$ cat src/rtl/adcs_consts.vh
`ifndef ADCS_CONSTS_VH
`define ADCS_CONSTS_VH

// Register offsets (8-bit bus)
`define ADCS_OFS_CTRL1      8'h00
`define ADCS_OFS_CTRL2      8'h01
`define ADCS_OFS_CTRL3      8'h02
`define ADCS_OFS_STATUS     8'h03
`define ADCS_OFS_RES_HI     8'h04
`define ADCS_OFS_RES_LO     8'h05
`define ADCS_OFS_HTHR_HI    8'h06
`define ADCS_OFS_HTHR_LO    8'h07
`define ADCS_OFS_LTHR_HI    8'h08
`define ADCS_OFS_LTHR_LO    8'h09
`define ADCS_OFS_DMACTL     8'h0a
`define ADCS_OFS_SEL0       8'h0b
`define ADCS_OFS_SEL1       8'h0c
`define ADCS_OFS_SEL2       8'h0d
`define ADCS_OFS_SEL3       8'h0e

// First control register fields
`define ADCS_C1_POWER       0
`define ADCS_C1_START       1
`define ADCS_C1_REPEAT      2
`define ADCS_C1_DONE_IE     3
`define ADCS_C1_ALARM_IE    4
`define ADCS_C1_LOST_IE     5

// Status register fields
`define ADCS_ST_DONE        0
`define ADCS_ST_ALARM       1
`define ADCS_ST_LOST        2

// Channel layout
`define ADCS_NCH            30
`define ADCS_LAST_SLOW      5'h17
`define ADCS_RESET_HTHR     12'hfff
`define ADCS_RESET_LTHR     12'h000

// Trigger edge codes
`define ADCS_EDGE_OFF       2'h0
`define ADCS_EDGE_RISE      2'h1
`define ADCS_EDGE_FALL      2'h2
`define ADCS_EDGE_BOTH      2'h3

// Sampling cycles per 3-bit code
`define ADCS_SMP_0          9'h004
`define ADCS_SMP_1          9'h009
`define ADCS_SMP_2          9'h010
`define ADCS_SMP_3          9'h018
`define ADCS_SMP_4          9'h030
`define ADCS_SMP_5          9'h060
`define ADCS_SMP_6          9'h0c0
`define ADCS_SMP_7          9'h180

`endif

$ cat src/rtl/adcs_sequencer.v
// Contract
// RULE1: Power bit set wakes converter; clearing stops conversion and powers down.
// RULE2: Channels 0-23 use slow sample time; 24-29 use fast sample time.
// RULE3: Single mode converts only the highest selected channel.
// RULE4: Single mode needs DMA disabled; otherwise a start does one scan pass.
// RULE5: Single conversion stores result, sets done flag, interrupts if enabled.
// RULE6: Writing start bit begins conversion; hardware clears start bit itself.
// RULE7: Two-bit source field picks one of three external triggers.
// RULE8: Two-bit edge field picks rising, falling or both trigger edges.
// RULE9: Start events during a conversion are ignored, never queued.
// RULE10: Done flag clears by software write or by reading result low byte.
// RULE11: With no channel selected a conversion still runs and sets done.
// RULE12: Trigger 1 from one of two pins by remap; triggers 2,3 from timers.
// RULE13: Continuous mode steps channels and repeats while repeat and power set.
// RULE14: In scan mode done flag and interrupt come only after last channel.
// RULE15: Clearing repeat mid-sequence finishes sequence through last channel, then stops.
// RULE16: Clock halving bit selects converter clock as system clock or half.
// RULE17: Alarm flag sets when result above high or below low threshold.
// RULE18: In scan mode watchdog checks only the watched channel.
// RULE19: An alarm in scan mode does not stop the sequence.
// RULE20: In scan mode, new result before DMA took previous sets data lost.
// RULE21: Software waits settle time and respects idle delay between conversions.
// RULE22: Software sets edges first, keeps channels and repeat stable mid-conversion.
// RULE23: In scan mode a DMA request issues at each end of conversion.
// RULE24: Bit n of the channel select registers puts channel n in the list.
// RULE25: Each interrupt is flag and enable; common line is OR of all.
`timescale 1ns/1ns
`include "adcs_consts.vh"

module adcs_sequencer (
    input  wire        i_mclk,          // System clock
    input  wire        i_rst,           // Synchronous reset, active high
    input  wire [7:0]  i_addr,          // Register address
    input  wire [7:0]  i_wdata,         // Register write data
    input  wire        i_wr,            // Write strobe
    input  wire        i_rd,            // Read strobe
    output reg  [7:0]  o_rdata,         // Read data, cycle after read strobe
    input  wire        i_trig_pin_dflt, // Default trigger pin
    input  wire        i_trig_pin_alt,  // Alternate trigger pin
    input  wire        i_trig_remap,    // Trigger pin remap bit
    input  wire        i_first_timer_trigger_out,     // First timer trigger out
    input  wire        i_second_timer_trigger_out,     // Second timer trigger out
    output reg         o_power_on,      // Analog power enable
    output wire        o_adc_clk_en,    // Converter clock tick
    output reg  [4:0]  o_conv_channel,  // Channel being converted
    output reg         o_sampling,      // Sampling in progress
    output reg         o_conv_req,      // One-cycle conversion request
    input  wire        i_conv_done,     // Conversion finished pulse
    input  wire [11:0] i_conv_data,     // Converted value
    output reg  [11:0] o_result,        // Latest result
    output reg         o_dma_req,       // DMA request level
    input  wire        i_dma_ack,       // DMA took result
    output wire        o_irq_done,      // Done interrupt
    output wire        o_irq_alarm,     // Alarm interrupt
    output wire        o_irq_lost,      // Data lost interrupt
    output wire        o_irq_any        // Common interrupt
);

    localparam [1:0] ST_IDLE   = 2'h0;
    localparam [1:0] ST_SAMPLE = 2'h1;
    localparam [1:0] ST_CONV   = 2'h2;

    reg [7:0]  ctrl1_reg;
    reg [7:0]  ctrl2_reg;
    reg [7:0]  ctrl3_reg;
    reg        done_reg;
    reg        alarm_reg;
    reg        lost_reg;
    reg [11:0] hthr_reg;
    reg [11:0] lthr_reg;
    reg        dma_off_reg;
    reg [31:0] sel_reg;
    reg [7:0]  shadow_reg;
    reg        shadow_vld_reg;
    reg [1:0]  state_reg;
    reg [8:0]  smp_cnt_reg;
    reg        scan_reg;
    reg        phase_reg;
    reg        trig_prev_reg;

    wire       power    = ctrl1_reg[`ADCS_C1_POWER];
    wire       repeat_b = ctrl1_reg[`ADCS_C1_REPEAT];
    wire [1:0] trig_src = ctrl2_reg[1:0];
    wire [1:0] trig_edg = ctrl2_reg[3:2];
    wire       halve    = ctrl2_reg[4];
    wire [2:0] slow_smp = ctrl2_reg[7:5];
    wire [4:0] watch_ch = ctrl3_reg[4:0];
    wire [2:0] fast_smp = ctrl3_reg[7:5];
    wire [29:0] sel_ch  = sel_reg[29:0];                  // RULE24

    wire wr_c1  = i_wr && (i_addr == `ADCS_OFS_CTRL1);
    wire wr_st  = i_wr && (i_addr == `ADCS_OFS_STATUS);
    wire rd_hi  = i_rd && (i_addr == `ADCS_OFS_RES_HI);
    wire rd_lo  = i_rd && (i_addr == `ADCS_OFS_RES_LO);

    function [4:0] first_from;
        input [29:0] sel;
        input [4:0]  from;
        integer k;
        begin
            first_from = 5'h1f;
            for (k = `ADCS_NCH - 1; k >= 0; k = k - 1) begin
                if (sel[k] && (k >= from))
                    first_from = k[4:0];
            end
        end
    endfunction

    function [4:0] highest;
        input [29:0] sel;
        integer k;
        begin
            highest = 5'h00;
            for (k = 0; k < `ADCS_NCH; k = k + 1) begin
                if (sel[k])
                    highest = k[4:0];
            end
        end
    endfunction

    function [8:0] smp_len;
        input [2:0] code;
        begin
            case (code)
                3'h0:    smp_len = `ADCS_SMP_0;
                3'h1:    smp_len = `ADCS_SMP_1;
                3'h2:    smp_len = `ADCS_SMP_2;
                3'h3:    smp_len = `ADCS_SMP_3;
                3'h4:    smp_len = `ADCS_SMP_4;
                3'h5:    smp_len = `ADCS_SMP_5;
                3'h6:    smp_len = `ADCS_SMP_6;
                default: smp_len = `ADCS_SMP_7;
            endcase
        end
    endfunction

    // Converter clock: every cycle, or every other cycle when halved
    assign o_adc_clk_en = power && (!halve || phase_reg);  // RULE16

    // Trigger selection and edge detection
    reg trig_lvl;
    always @* begin
        case (trig_src)                                    // RULE7
            2'h0:    trig_lvl = i_trig_remap ? i_trig_pin_alt : i_trig_pin_dflt; // RULE12
            2'h1:    trig_lvl = i_first_timer_trigger_out;               // RULE12
            2'h2:    trig_lvl = i_second_timer_trigger_out;               // RULE12
            default: trig_lvl = 1'b0;
        endcase
    end

    reg trig_evt;
    always @* begin
        case (trig_edg)                                    // RULE8
            `ADCS_EDGE_RISE: trig_evt = trig_lvl && !trig_prev_reg;
            `ADCS_EDGE_FALL: trig_evt = !trig_lvl && trig_prev_reg;
            `ADCS_EDGE_BOTH: trig_evt = trig_lvl != trig_prev_reg;
            default:         trig_evt = 1'b0;
        endcase
    end

    wire start_evt   = ctrl1_reg[`ADCS_C1_START] || trig_evt;
    // Busy blocks new starts
    wire start_go    = start_evt && power && (state_reg == ST_IDLE); // RULE9
    wire scan_mode   = repeat_b || !dma_off_reg;           // RULE4
    wire none_sel    = (sel_ch == 30'h0);
    wire [4:0] first_ch = none_sel ? 5'h00 : first_from(sel_ch, 5'h00);
    wire [4:0] start_ch = scan_mode ? first_ch : highest(sel_ch); // RULE3
    wire [4:0] next_ch  = (o_conv_channel == 5'h1d) ? 5'h1f :
                          first_from(sel_ch, o_conv_channel + 5'h01);
    wire more_ch     = scan_reg && (next_ch != 5'h1f) && !none_sel; // RULE13
    wire [2:0] cur_code = (o_conv_channel > `ADCS_LAST_SLOW) ? fast_smp : slow_smp; // RULE2
    wire [8:0] cur_len  = smp_len(cur_code);
    wire conv_end    = (state_reg == ST_CONV) && i_conv_done;
    wire seq_end     = conv_end && !more_ch;
    wire out_of_win  = (i_conv_data > hthr_reg) || (i_conv_data < lthr_reg);
    wire watched     = !scan_reg || (o_conv_channel == watch_ch); // RULE18

    // Sequencer
    always @(posedge i_mclk) begin
        if (i_rst) begin
            state_reg      <= ST_IDLE;
            smp_cnt_reg    <= 9'h000;
            scan_reg       <= 1'b0;
            phase_reg      <= 1'b0;
            trig_prev_reg  <= 1'b0;
            o_conv_channel <= 5'h00;
            o_sampling     <= 1'b0;
            o_conv_req     <= 1'b0;
            o_result       <= 12'h000;
            o_power_on     <= 1'b0;
        end else begin
            phase_reg     <= power ? !phase_reg : 1'b0;
            trig_prev_reg <= trig_lvl;
            o_power_on    <= power;                        // RULE1
            o_conv_req    <= 1'b0;
            if (conv_end)
                o_result <= i_conv_data;                   // RULE5
            if (!power) begin
                state_reg  <= ST_IDLE;                     // RULE1
                o_sampling <= 1'b0;
            end else begin
                case (state_reg)
                    ST_IDLE: begin
                        if (start_go) begin                // RULE11
                            state_reg      <= ST_SAMPLE;
                            scan_reg       <= scan_mode;
                            o_conv_channel <= start_ch;
                            smp_cnt_reg    <= 9'h000;
                            o_sampling     <= 1'b1;
                        end
                    end
                    ST_SAMPLE: begin
                        if (o_adc_clk_en) begin
                            if (smp_cnt_reg == cur_len - 9'h001) begin
                                state_reg  <= ST_CONV;
                                o_sampling <= 1'b0;
                                o_conv_req <= 1'b1;
                            end else begin
                                smp_cnt_reg <= smp_cnt_reg + 9'h001;
                            end
                        end
                    end
                    ST_CONV: begin
                        if (i_conv_done) begin
                            smp_cnt_reg <= 9'h000;
                            if (more_ch) begin             // RULE19
                                state_reg      <= ST_SAMPLE;
                                o_conv_channel <= next_ch;
                                o_sampling     <= 1'b1;
                            end else if (scan_reg && repeat_b) begin // RULE13
                                state_reg      <= ST_SAMPLE;
                                o_conv_channel <= first_ch;
                                o_sampling     <= 1'b1;
                            end else begin
                                state_reg <= ST_IDLE;      // RULE15
                            end
                        end
                    end
                    default: begin
                        state_reg <= ST_IDLE;
                    end
                endcase
            end
        end
    end

    // Status flags: set beats clear
    always @(posedge i_mclk) begin
        if (i_rst) begin
            done_reg  <= 1'b0;
            alarm_reg <= 1'b0;
            lost_reg  <= 1'b0;
            o_dma_req <= 1'b0;
        end else begin
            if (seq_end)
                done_reg <= 1'b1;                          // RULE14
            else if ((wr_st && i_wdata[`ADCS_ST_DONE]) || rd_lo)
                done_reg <= 1'b0;                          // RULE10
            if (conv_end && watched && out_of_win)
                alarm_reg <= 1'b1;                         // RULE17
            else if (wr_st && i_wdata[`ADCS_ST_ALARM])
                alarm_reg <= 1'b0;
            if (conv_end && scan_reg && !dma_off_reg && o_dma_req && !i_dma_ack)
                lost_reg <= 1'b1;                          // RULE20
            else if (wr_st && i_wdata[`ADCS_ST_LOST])
                lost_reg <= 1'b0;
            if (conv_end && scan_reg && !dma_off_reg)
                o_dma_req <= 1'b1;                         // RULE23
            else if (i_dma_ack)
                o_dma_req <= 1'b0;
        end
    end

    // Register writes
    always @(posedge i_mclk) begin
        if (i_rst) begin
            ctrl1_reg   <= 8'h00;
            ctrl2_reg   <= 8'h00;
            ctrl3_reg   <= 8'h00;
            hthr_reg    <= `ADCS_RESET_HTHR;
            lthr_reg    <= `ADCS_RESET_LTHR;
            dma_off_reg <= 1'b0;
            sel_reg     <= 32'h00000000;
        end else begin
            // Start bit self-clears one cycle after it is written
            ctrl1_reg[`ADCS_C1_START] <= 1'b0;             // RULE6
            if (wr_c1)
                ctrl1_reg <= {2'h0, i_wdata[5:0]};
            if (i_wr) begin
                case (i_addr)
                    `ADCS_OFS_CTRL2:   ctrl2_reg        <= i_wdata;
                    `ADCS_OFS_CTRL3:   ctrl3_reg        <= i_wdata;
                    `ADCS_OFS_HTHR_HI: hthr_reg[11:8]   <= i_wdata[3:0];
                    `ADCS_OFS_HTHR_LO: hthr_reg[7:0]    <= i_wdata;
                    `ADCS_OFS_LTHR_HI: lthr_reg[11:8]   <= i_wdata[3:0];
                    `ADCS_OFS_LTHR_LO: lthr_reg[7:0]    <= i_wdata;
                    `ADCS_OFS_DMACTL:  dma_off_reg      <= i_wdata[0];
                    `ADCS_OFS_SEL0:    sel_reg[7:0]     <= i_wdata;
                    `ADCS_OFS_SEL1:    sel_reg[15:8]    <= i_wdata;
                    `ADCS_OFS_SEL2:    sel_reg[23:16]   <= i_wdata;
                    `ADCS_OFS_SEL3:    sel_reg[31:24]   <= {2'h0, i_wdata[5:0]};
                    default: begin
                    end
                endcase
            end
        end
    end

    // Read path with low-byte shadow taken at high-byte read
    always @(posedge i_mclk) begin
        if (i_rst) begin
            o_rdata        <= 8'h00;
            shadow_reg     <= 8'h00;
            shadow_vld_reg <= 1'b0;
        end else begin
            if (rd_hi) begin
                shadow_reg     <= o_result[7:0];
                shadow_vld_reg <= 1'b1;
            end else if (rd_lo) begin
                shadow_vld_reg <= 1'b0;
            end
            if (i_rd) begin
                case (i_addr)
                    `ADCS_OFS_CTRL1:   o_rdata <= ctrl1_reg;
                    `ADCS_OFS_CTRL2:   o_rdata <= ctrl2_reg;
                    `ADCS_OFS_CTRL3:   o_rdata <= ctrl3_reg;
                    `ADCS_OFS_STATUS:  o_rdata <= {5'h00, lost_reg, alarm_reg, done_reg};
                    `ADCS_OFS_RES_HI:  o_rdata <= {4'h0, o_result[11:8]};
                    `ADCS_OFS_RES_LO:  o_rdata <= shadow_vld_reg ? shadow_reg : o_result[7:0];
                    `ADCS_OFS_HTHR_HI: o_rdata <= {4'h0, hthr_reg[11:8]};
                    `ADCS_OFS_HTHR_LO: o_rdata <= hthr_reg[7:0];
                    `ADCS_OFS_LTHR_HI: o_rdata <= {4'h0, lthr_reg[11:8]};
                    `ADCS_OFS_LTHR_LO: o_rdata <= lthr_reg[7:0];
                    `ADCS_OFS_DMACTL:  o_rdata <= {7'h00, dma_off_reg};
                    `ADCS_OFS_SEL0:    o_rdata <= sel_reg[7:0];
                    `ADCS_OFS_SEL1:    o_rdata <= sel_reg[15:8];
                    `ADCS_OFS_SEL2:    o_rdata <= sel_reg[23:16];
                    `ADCS_OFS_SEL3:    o_rdata <= sel_reg[31:24];
                    default:           o_rdata <= 8'h00;
                endcase
            end else begin
                o_rdata <= 8'h00;
            end
        end
    end

    assign o_irq_done  = done_reg && ctrl1_reg[`ADCS_C1_DONE_IE];   // RULE5 RULE25
    assign o_irq_alarm = alarm_reg && ctrl1_reg[`ADCS_C1_ALARM_IE]; // RULE25
    assign o_irq_lost  = lost_reg && ctrl1_reg[`ADCS_C1_LOST_IE];   // RULE25
    assign o_irq_any   = o_irq_done || o_irq_alarm || o_irq_lost;   // RULE25

endmodule // adcs_sequencer

$ cat config.mk
export PLATFORM = sky130hd
export DESIGN_NAME = adcs_sequencer
export DESIGN_NICKNAME = d
export VERILOG_FILES = /design/src/rtl/adcs_sequencer.v
export VERILOG_INCLUDE_DIRS = /design/src /design/src/rtl
export SDC_FILE = /design/constraint.sdc
export NUM_CORES = 1
export LEC_CHECK = 0
export BUFFER_PORTS_ARGS = -buffer_cell sky130_fd_sc_hd__buf_2
export CORE_MARGIN = 10
export CORE_UTILIZATION = 59
export CTS_CLUSTER_SIZE = 8
export DETAILED_ROUTE_END_ITERATION = 10
export PLACE_DENSITY = 0.79
export SKIP_CTS_REPAIR_TIMING = 1
export SYNTH_ARGS = -nofsm -noshare
export SYNTH_HDL_FRONTEND = slang
export SYNTH_SLANG_ARGS = --single-unit
export TNS_END_PERCENT = 100
$ cat constraint.sdc
create_clock -name i_mclk -period 5.1 [get_ports i_mclk]
set_input_delay 0.765 -clock i_mclk [delete_from_list [all_inputs] [get_ports i_mclk]]
set_output_delay 0.765 -clock i_mclk [all_outputs]
set_load 0.02 [all_outputs]
==> impl_metrics.py, run 1 <==
metrics = {
    "worst_setup_path": {
        "crit_type": "reg -> reg",
        "crit_required_ns": 5.43,
        "worstSetupStartpointType": "register",
        "crit_family": "adder cells",
        "cp_max_fo": 27,
        "slowest_delay_ns": 0.91,
        "crit_buf_inv": 0,
        "path_cells": "ha_1 > and4b_1 > o21ai_4 > mux2i_1 > nand3_1 > ha_1 > xnor2_1 > o21ai_0 > a31oi_1 > nor4_2 > a211oi_2 > nand4_1 > mux2i_1",
        "crit_path_end_kind": "register",
        "slowest_stage": "ha_1",
        "cp.arrival_ns": 4.79,
    },
    "global_route": {
        "grt_overflow": 0,
        "grt_start_max_net_pins": 97,
        "gr-max-usage-layer": "met2",
        "grt_antenna_before_repair": 0,
        "grt_use_total": 0.3048,
        "grt_pass1_vias": 8861,
        "met1_usage": 0.3941,
        "use_met3": 0.09010,
        "grt_pass1_wl_um": 49270,
        "use_met2": 0.4628,
    },
    "yosys": {
        "synth_seq_cells": 132,
        "async_flop_share": 0,
        "syn-num-nets": 1269,
        "yosys_warnings": 0,
        "ys.flop_type": "dfxtp_1",
        "synth_top_area_share": 0.2936,
        "yosysTopAreaCell": "dfxtp_1",
        "yosysUniqueCellTypes": 91,
        "ys_seq_area_frac": 0.2936,
        "syn_inst": 1200,
        "synth_edf_count": 0,
        "postSynthAreaPerCell_um2": 7.500,
        "synth_area_um2": 9000,
        "synth_area_leaders": "dfxtp_1 (29%), nand2_1 (6.8%), a21oi_1 (6.8%)",
    },
    "place": {
        "portBuffers": 72,
        "gp_congestion": 1.054,
        "hpwlAfterDp_um": 22980,
    },
    "floorplanning": {
        "die_x_um": 143.5,
        "die_h_um": 143.5,
        "core_area_um2": 15090,
        "rows": 45,
        "ios": 73,
        "initial_core_util": 0.5964,
        "dieArea_um2": 20590,
    },
    "timing": {
        "tightest_slew_ns": 1.052,
        "grt_setup_unrepaired": "false",
        "skew_ns": 0.008986,
        "finalHoldViolations": 0,
        "fin_crit_sh": 0.8751,
        "setup_viol": 0,
        "min_period_ns": 4.463,
        "slew_headroom": 0.2985,
        "setup_tns_ns": 0,
        "drv_slew": 0,
        "max_freq_mhz": 224.1,
    },
    "power": {
        "irDropWorstVdd_v": 0.0002460,
        "power_density_nw_per_um2": 240.7,
        "p_total_uw": 2379,
        "leakage_uw": 0.003877,
    },
    "finish": {
        "multi_input_area_um2": 5761,
        "syn_to_final_growth_pct": 9.843,
        "nFillCells": 1357,
        "largest_reg_flops": 30,
        "antenna_cells": 0,
        "nNetsFinal": 1285,
        "drive_gt1_frac": 0.1188,
        "register_area_um2": 2643,
    },
    "worst_hold_path": {
        "hold_path_class": "reg -> reg",
    },
    "clock_tree": {
        "clock_latency_ns": 0.44,
        "clk_path_buf_depth": 2,
        "cts-root-buf": "clkbuf_16",
        "cts-htree-levels": 4,
        "cts_tree": "done",
        "cts_buffers": 17,
        "path_clk_slew_ns": 0.07,
        "clock_sinks": 132,
    },
    "routing": {
        "routedWlPerCell_um": 22.34,
        "dr.pass1.iters": 7,
        "dr.first_iter.drc_count": 1461,
        "drt-vias-per-instance": 6.742,
        "routed_wl_um": 31650,
        "ant_nets": 0,
        "drc": 0,
        "vias": 9553,
    },
    "status": {
        "status": "finished, final reports clean",
    },
    "flow_run": {
        "cap_violations": 0,
    },
}
through the flow:
step,setup WS (ns),cells,util,cell area [um2],hold WS (ns)
6_report,0.6371,1417,0.6551,9886,0.4271
5_1_grt,0.3611,1417,0.6551,9886,0.4455
4_1_cts,0.7105,1417,0.6551,9886,0.4260
3_5_place_dp,0.7161,1385,0.6163,9299,0.4170
3_3_place_gp,0.8773,1385,0.6163,9299,0.4014
2_1_floorplan,1.456,1200,-,9000,0.3925
logic make-up (layout without fill, tap and decap cells):
family | count (synthesis) | after routing | share of synthesized area
xor+xnor | 17 | 17 | 0.02030
flops | 132 | 132 | 0.2936
buf+inv | 143 | 172 | 0.06631
mux | 54 | 54 | 0.06492
simple gates | 468 | 468 | 0.2480
compound gates | 355 | 355 | 0.2640
fa+ha+maj | 31 | 31 | 0.04282
worst paths after layout:
path	startpoint	end	slack (ns)	cells past startpoint
max reg2reg	o_conv_channel[1]$_SDFFE_PP0P_	smp_cnt_reg[6]$_SDFFE_PP0P_	0.64	13
min reg2reg	phase_reg$_SDFF_PP0_	phase_reg$_SDFF_PP0_	0.43	1
min	phase_reg$_SDFF_PP0_	phase_reg$_SDFF_PP0_	0.43	1
max	o_conv_channel[1]$_SDFFE_PP0P_	smp_cnt_reg[6]$_SDFFE_PP0P_	0.64	13
synthesized netlist by cell type, types with 23 or more instances:
cell type	instances
ha_1	30
clkbuf_1	69
nor2_1	105
dfxtp_1	132
nand3_1	63
inv_1	56
a21oi_1	122
a31oi_1	23
o21ai_0	41
o211ai_1	24
nand2_1	164
mux2i_1	46
cell usage in the layout, fill, tap and decap left out, drive strengths merged, types with 17 or more instances in the layout:
master  netlist  routed
nand2       164     164
dfxtp       132     132
a21oi       123     123
nor2        106     106
buf          17      84
nand3        65      65
inv          56      65
mux2i        46      46
o21ai        45      45
ha           30      30
o211ai       24      24
a31oi        23      23
nor3         19      19
clkbuf       70      17
routing by layer:
metal	share of wire	vias up
met3	0.12	113
met1	0.40	4409
met4	0.037	0
met5	0	-
met2	0.44	626
li1	-	4405
power breakdown:
part           switching (uW)  total (uW)  internal [uW]
Sequential               2.02        1030           1030
Combinational            81.3         117           36.0
Clock                     535        1230            692
area by class of cell:
type / instances / share of cell area
clock inverters: 15 / 0.01633
repair buffers: 84 / 0.04556
flip-flops and latches: 132 / 0.2673
well taps: 188 / 0.02379
multi-input cells: 925 / 0.5827
inverters: 56 / 0.02126
clock buffers: 17 / 0.04303
Note: power is estimated with default switching activity, not from simulation.
==> run 2, diff against run 1 <==
clock period = 5.5 ns   (was 5.1 ns; I/O delays follow)
==> run 2 against run 1 <==
Compared with the run above: critical path depth down 1; largest cell class unchanged; worst hold slack worse by 0.0078 ns; maximum frequency increased by 4.9%; sequential cell count did not move; total power is 6.0% lower; setup slack better by 0.61 ns; clock skew fell by 0.0017 ns; utilization is 0.14 points higher; non-clock buffer count unchanged.
==> impl_metrics.py, run 2 (synthesized netlist as in run 1, its figures left out) <==
metrics = {
    "clock_tree": {
        "path_clk_slew_ns": 0.06,
        "clock_sinks": 132,
        "clock_latency_ns": 0.42,
        "cts_buffers": 17,
        "cts-htree-levels": 4,
        "cts-root-buf": "clkbuf_16",
        "clk_path_buf_depth": 2,
        "cts_tree": "done",
    },
    "global_route": {
        "grt_pass1_wl_um": 49160,
        "grt_antenna_before_repair": 0,
        "grt_start_max_net_pins": 97,
        "grt_pass1_vias": 8782,
        "grt_use_total": 0.3028,
        "grt_overflow": 0,
    },
    "timing": {
        "max_freq_mhz": 235.1,
        "setup_tns_ns": 0,
        "postLayoutSetupSlackWorst_ns": 1.247,
        "skew_ns": 0.007250,
        "fin_crit_sh": 0.7733,
        "tightest_slew_ns": 1.068,
        "setup_viol": 0,
        "drv_slew": 0,
        "grt_setup_unrepaired": "false",
        "slew_headroom": 0.2883,
        "min_period_ns": 4.253,
        "finalHoldViolations": 0,
    },
    "floorplanning": {
        "dieArea_um2": 20590,
        "die_h_um": 143.5,
        "rows": 45,
        "ios": 73,
        "die_x_um": 143.5,
        "initial_core_util": 0.5964,
        "core_area_um2": 15090,
    },
    "routing": {
        "routedWlPerCell_um": 22.20,
        "dr.pass1.iters": 6,
        "drc": 0,
        "routed-wl-met3_um": 3714,
        "wl_met1_um": 12840,
        "wl_met2_um": 13530,
        "drt-vias-per-instance": 6.790,
        "ant_nets": 0,
        "vias": 9621,
        "dr.max_layer_used": "met4",
        "routed_wl_um": 31460,
        "dr.first_iter.drc_count": 1630,
    },
    "finish": {
        "nNetsFinal": 1285,
        "drive_gt1_frac": 0.1188,
        "largest_reg_flops": 30,
        "antenna_cells": 0,
        "final_cell_mix": "nand2_1 (164), dfxtp_1 (132), a21oi_1 (122)",
        "stdcell_count": 1417,
        "final_util": 0.6566,
        "syn_to_final_growth_pct": 10.08,
        "final_common_cell": "nand2_1",
    },
    "worst_setup_path": {
        "crit_type": "reg -> reg",
        "path_cells": "buf_4 > ha_1 > buf_4 > nand3_4 > xnor2_4 > o22ai_1 > or2_0 > a311o_1 > a211o_1 > and3_1 > or4_1 > a31oi_1",
        "slowest_stage": "or4_1",
        "crit_family": "simple AND/OR/NAND/NOR gates",
        "crit_path_end_kind": "register",
        "slowest_delay_ns": 0.55,
        "worstSetupStartpointType": "register",
        "cp_max_fo": 19,
        "crit_buf_inv": 2,
        "crit_required_ns": 5.84,
        "crit_top_cell": "buf_4",
        "cp.arrival_ns": 4.59,
    },
    "power": {
        "power_density_nw_per_um2": 225.8,
        "irDropWorstVdd_v": 0.0002522,
        "p_total_uw": 2237,
        "leakage_uw": 0.003882,
    },
    "place": {
        "placed_cells": 1385,
        "portBuffers": 72,
        "gp_congestion": 1.066,
        "hpwlAfterDp_um": 22690,
        "pre_cts_ws_ns": 1.445,
    },
    "flow_run": {
        "cap_violations": 0,
    },
    "worst_hold_path": {
        "hold_path_class": "reg -> reg",
    },
    "status": {
        "status": "finished, final reports clean",
    },
}
==> run 2: cell count changes in the layout (fill, tap and decap cells not counted) <==
cell,before,now
clkbuf_8,0,3
inv_6,6,4
inv_8,3,1
bufinv_16,1,2
clkinvlp_4,2,4
clkinv_8,1,0
clkinv_4,1,0
==> run 2: cell type report <==
class	count	area [um2]
clock buffers	20	466.7
well taps	188	235.2
inverters	56	210.2
repair buffers	84	450.4
fillers	1337	5182
clock inverters	12	141.4
multi-input cells	925	5761
flip-flops and latches	132	2643
==> run 2: worst register-to-register path, delay by kind of cell (launching register included) <==
kind | cells | cell delay [ns]
adder cells (fa/ha/maj) | 1 | 0.54
buffers and inverters | 2 | 0.51
AO/OA/AOI/OAI | 4 | 1.15
XOR/XNOR | 1 | 0.35
AND/OR/NAND/NOR | 4 | 1.19
flip-flops | 1 | 0.44
==> run 2: final timing paths <==
check                            startpoint                             end  slack, ns  cells after the start
min reg2reg            phase_reg$_SDFF_PP0_            phase_reg$_SDFF_PP0_       0.42                      1
min                    phase_reg$_SDFF_PP0_            phase_reg$_SDFF_PP0_       0.42                      1
max reg2reg  o_conv_channel[1]$_SDFFE_PP0P_  o_conv_channel[2]$_SDFFE_PP0P_       1.25                     12
max          o_conv_channel[1]$_SDFFE_PP0P_  o_conv_channel[2]$_SDFFE_PP0P_       1.25                     12
==> run 2: per-layer routing <==
metal / GRT usage / vias to the layer above
li1: - / 4403
met1: 0.4034 / 4475
met2: 0.4528 / 637
met3: 0.07888 / 106
met4: 0.1279 / 0
met5: 0 / -
==> run 2: where the power goes <==
part	switching [uW]	internal, uW	total (uW)
Clock	458	712	1170
Combinational	75.5	33.0	108
Sequential	1.85	957	959
==> run 2: per-stage QoR <==
stage / instance area (um2) / hold slack (ns)
2_1_floorplan: 9000 / 0.3925
3_3_place_gp: 9299 / 0.3996
3_5_place_dp: 9299 / 0.4049
4_1_cts: 9907 / 0.4166
5_1_grt: 9907 / 0.4451
6_report: 9907 / 0.4193
==> run 3, diff against run 2 <==
clock period = 4.3 ns   (was 5.5 ns; I/O delays follow)
==> run 3 against run 2 <==
Compared with the run above: via count rose by 1.9%; worst hold slack improved by 0.0072 ns; first-iteration DRC count down 9.9%; die area is the same; maximum frequency is 12% higher; count of clock-buffer cells in the layout is 1 lower; utilization is 0.23 points higher; clock skew decreased by 0.00057 ns; total power is 26% higher; sequential cell count stayed put.
==> impl_metrics.py, run 3 (synthesized netlist as in run 1, its figures left out) <==
metrics = {
    "place": {
        "gp_congestion": 1.018,
        "post_dp_cell_area_um2": 9366,
        "portBuffers": 72,
        "hpwlAfterDp_um": 24330,
    },
    "finish": {
        "syn_to_final_growth_pct": 10.47,
        "stdcell_area_um2": 9942,
        "nFillCells": 1326,
        "largest_reg_flops": 30,
        "register_area_um2": 2643,
        "antenna_cells": 0,
        "multi_input_area_um2": 5761,
        "final_cell_mix": "nand2_1 (164), dfxtp_1 (132), a21oi_1 (122)",
        "drive_gt1_frac": 0.1244,
        "final_common_cell": "nand2_1",
        "nNetsFinal": 1294,
    },
    "routing": {
        "drt-vias-per-instance": 6.877,
        "routed_wl_um": 33220,
        "vias": 9807,
        "drc": 0,
        "dr.first_iter.drc_count": 1469,
        "dr.pass1.iters": 6,
        "ant_nets": 0,
        "routedWlPerCell_um": 23.29,
    },
    "worst_setup_path": {
        "crit_required_ns": 4.66,
        "crit_type": "reg -> reg",
        "crit_path_end_kind": "register",
        "worstSetupStartpointType": "register",
        "cp.arrival_ns": 4.17,
        "cp_max_fo": 22,
    },
    "clock_tree": {
        "clk_path_buf_depth": 2,
        "clock_sinks": 132,
        "path_clk_slew_ns": 0.06,
        "cts-root-buf": "clkbuf_16",
        "clock_latency_ns": 0.43,
        "cts_buffers": 17,
        "cts-htree-levels": 4,
        "cts_tree": "done",
    },
    "timing": {
        "setup_tns_ns": 0,
        "setup_viol": 0,
        "whs_ns": 0.4265,
        "slew_headroom": 0.3357,
        "min_period_ns": 3.807,
        "finalHoldViolations": 0,
        "grt_setup_unrepaired": "false",
        "fin_crit_sh": 0.8854,
        "max_freq_mhz": 262.7,
        "skew_ns": 0.006677,
        "tightest_slew_ns": 0.9965,
        "drv_slew": 0,
    },
    "global_route": {
        "grt_pass1_wl_um": 50780,
        "grt_use_total": 0.3181,
        "grt_overflow": 0,
        "grt_pass1_vias": 9072,
        "grt_antenna_before_repair": 0,
        "grt_start_max_net_pins": 96,
    },
    "floorplanning": {
        "die_x_um": 143.5,
        "rows": 45,
        "ios": 73,
        "core_area_um2": 15090,
        "die_h_um": 143.5,
        "initial_core_util": 0.5964,
        "dieArea_um2": 20590,
    },
    "power": {
        "leakage_uw": 0.003929,
        "power_density_nw_per_um2": 283.2,
        "irDropWorstVdd_v": 0.0003409,
    },
    "worst_hold_path": {
        "hold_path_class": "reg -> reg",
    },
    "status": {
        "status": "finished, final reports clean",
    },
    "flow_run": {
        "cap_violations": 0,
    },
}
==> run 3: changes by cell type in the layout (fill, tap and decap cells not counted) <==
| cell | delta |
|---|---|
| buf_4 | +9 |
| clkbuf_1 | +1 |
| clkbuf_8 | -2 |
| clkinv_2 | +5 |
| clkinv_4 | +2 |
| clkinvlp_4 | -3 |
| inv_6 | -2 |
| inv_8 | -1 |
==> run 3: critical path, cell delays in order, from the launching register on <==
cell and delay (ns):
dfxtp_1 0.39, ha_1 0.74, inv_1 0.23, a211oi_1 0.37, o21ai_0 0.25, a31oi_1 0.42, nor4_1 0.14, a21o_1 0.23
and3_1 0.26, or4_1 0.52, a31oi_1 0.18
==> run 3: layout make-up <==
type / count / share of cell area
multi-input combinational: 925 / 0.5794
clock inverter: 13 / 0.01334
clock buffer: 19 / 0.04455
inverter: 56 / 0.02114
sequential: 132 / 0.2658
tap: 188 / 0.02366
timing repair buffer: 93 / 0.05210
==> run 3: path summary, 6_finish.rpt <==
check	startpoint	end	slack [ns]	cells past startpoint
min	phase_reg$_SDFF_PP0_	phase_reg$_SDFF_PP0_	0.43	1
max reg2reg	o_conv_channel[0]$_SDFFE_PP0P_	o_conv_channel[2]$_SDFFE_PP0P_	0.49	10
max	o_conv_channel[0]$_SDFFE_PP0P_	o_conv_channel[2]$_SDFFE_PP0P_	0.49	10
min reg2reg	phase_reg$_SDFF_PP0_	phase_reg$_SDFF_PP0_	0.43	1
==> run 3: routing by layer <==
metal,GRT usage,share of wire
met1,0.4142,0.39
met2,0.4867,0.44
met3,0.09043,0.13
met4,0.1241,0.041
met5,0,0.00033
==> run 3: stage by stage <==
step / setup slack (ns) / cells / utilization / total power [uW]
after floorplan: 0.6564 / 1200 / - / 1335
after global placement: 0.6584 / 1394 / 0.6207 / 1387
after detailed placement: 0.6196 / 1394 / 0.6207 / 1390
after CTS: 0.5879 / 1426 / 0.6589 / 2807
after global routing: 0.2524 / 1426 / 0.6589 / 2878
final: 0.4929 / 1426 / 0.6589 / 2816
==> run 3: power breakdown <==
part           leakage (uW)  switching, uW  total, uW  internal (uW)
Combinational       0.00258           99.7        143           43.1
Sequential          0.00106           2.44       1230           1220
Clock              0.000287            580       1450            866
Total               0.00393            682       2820           2130
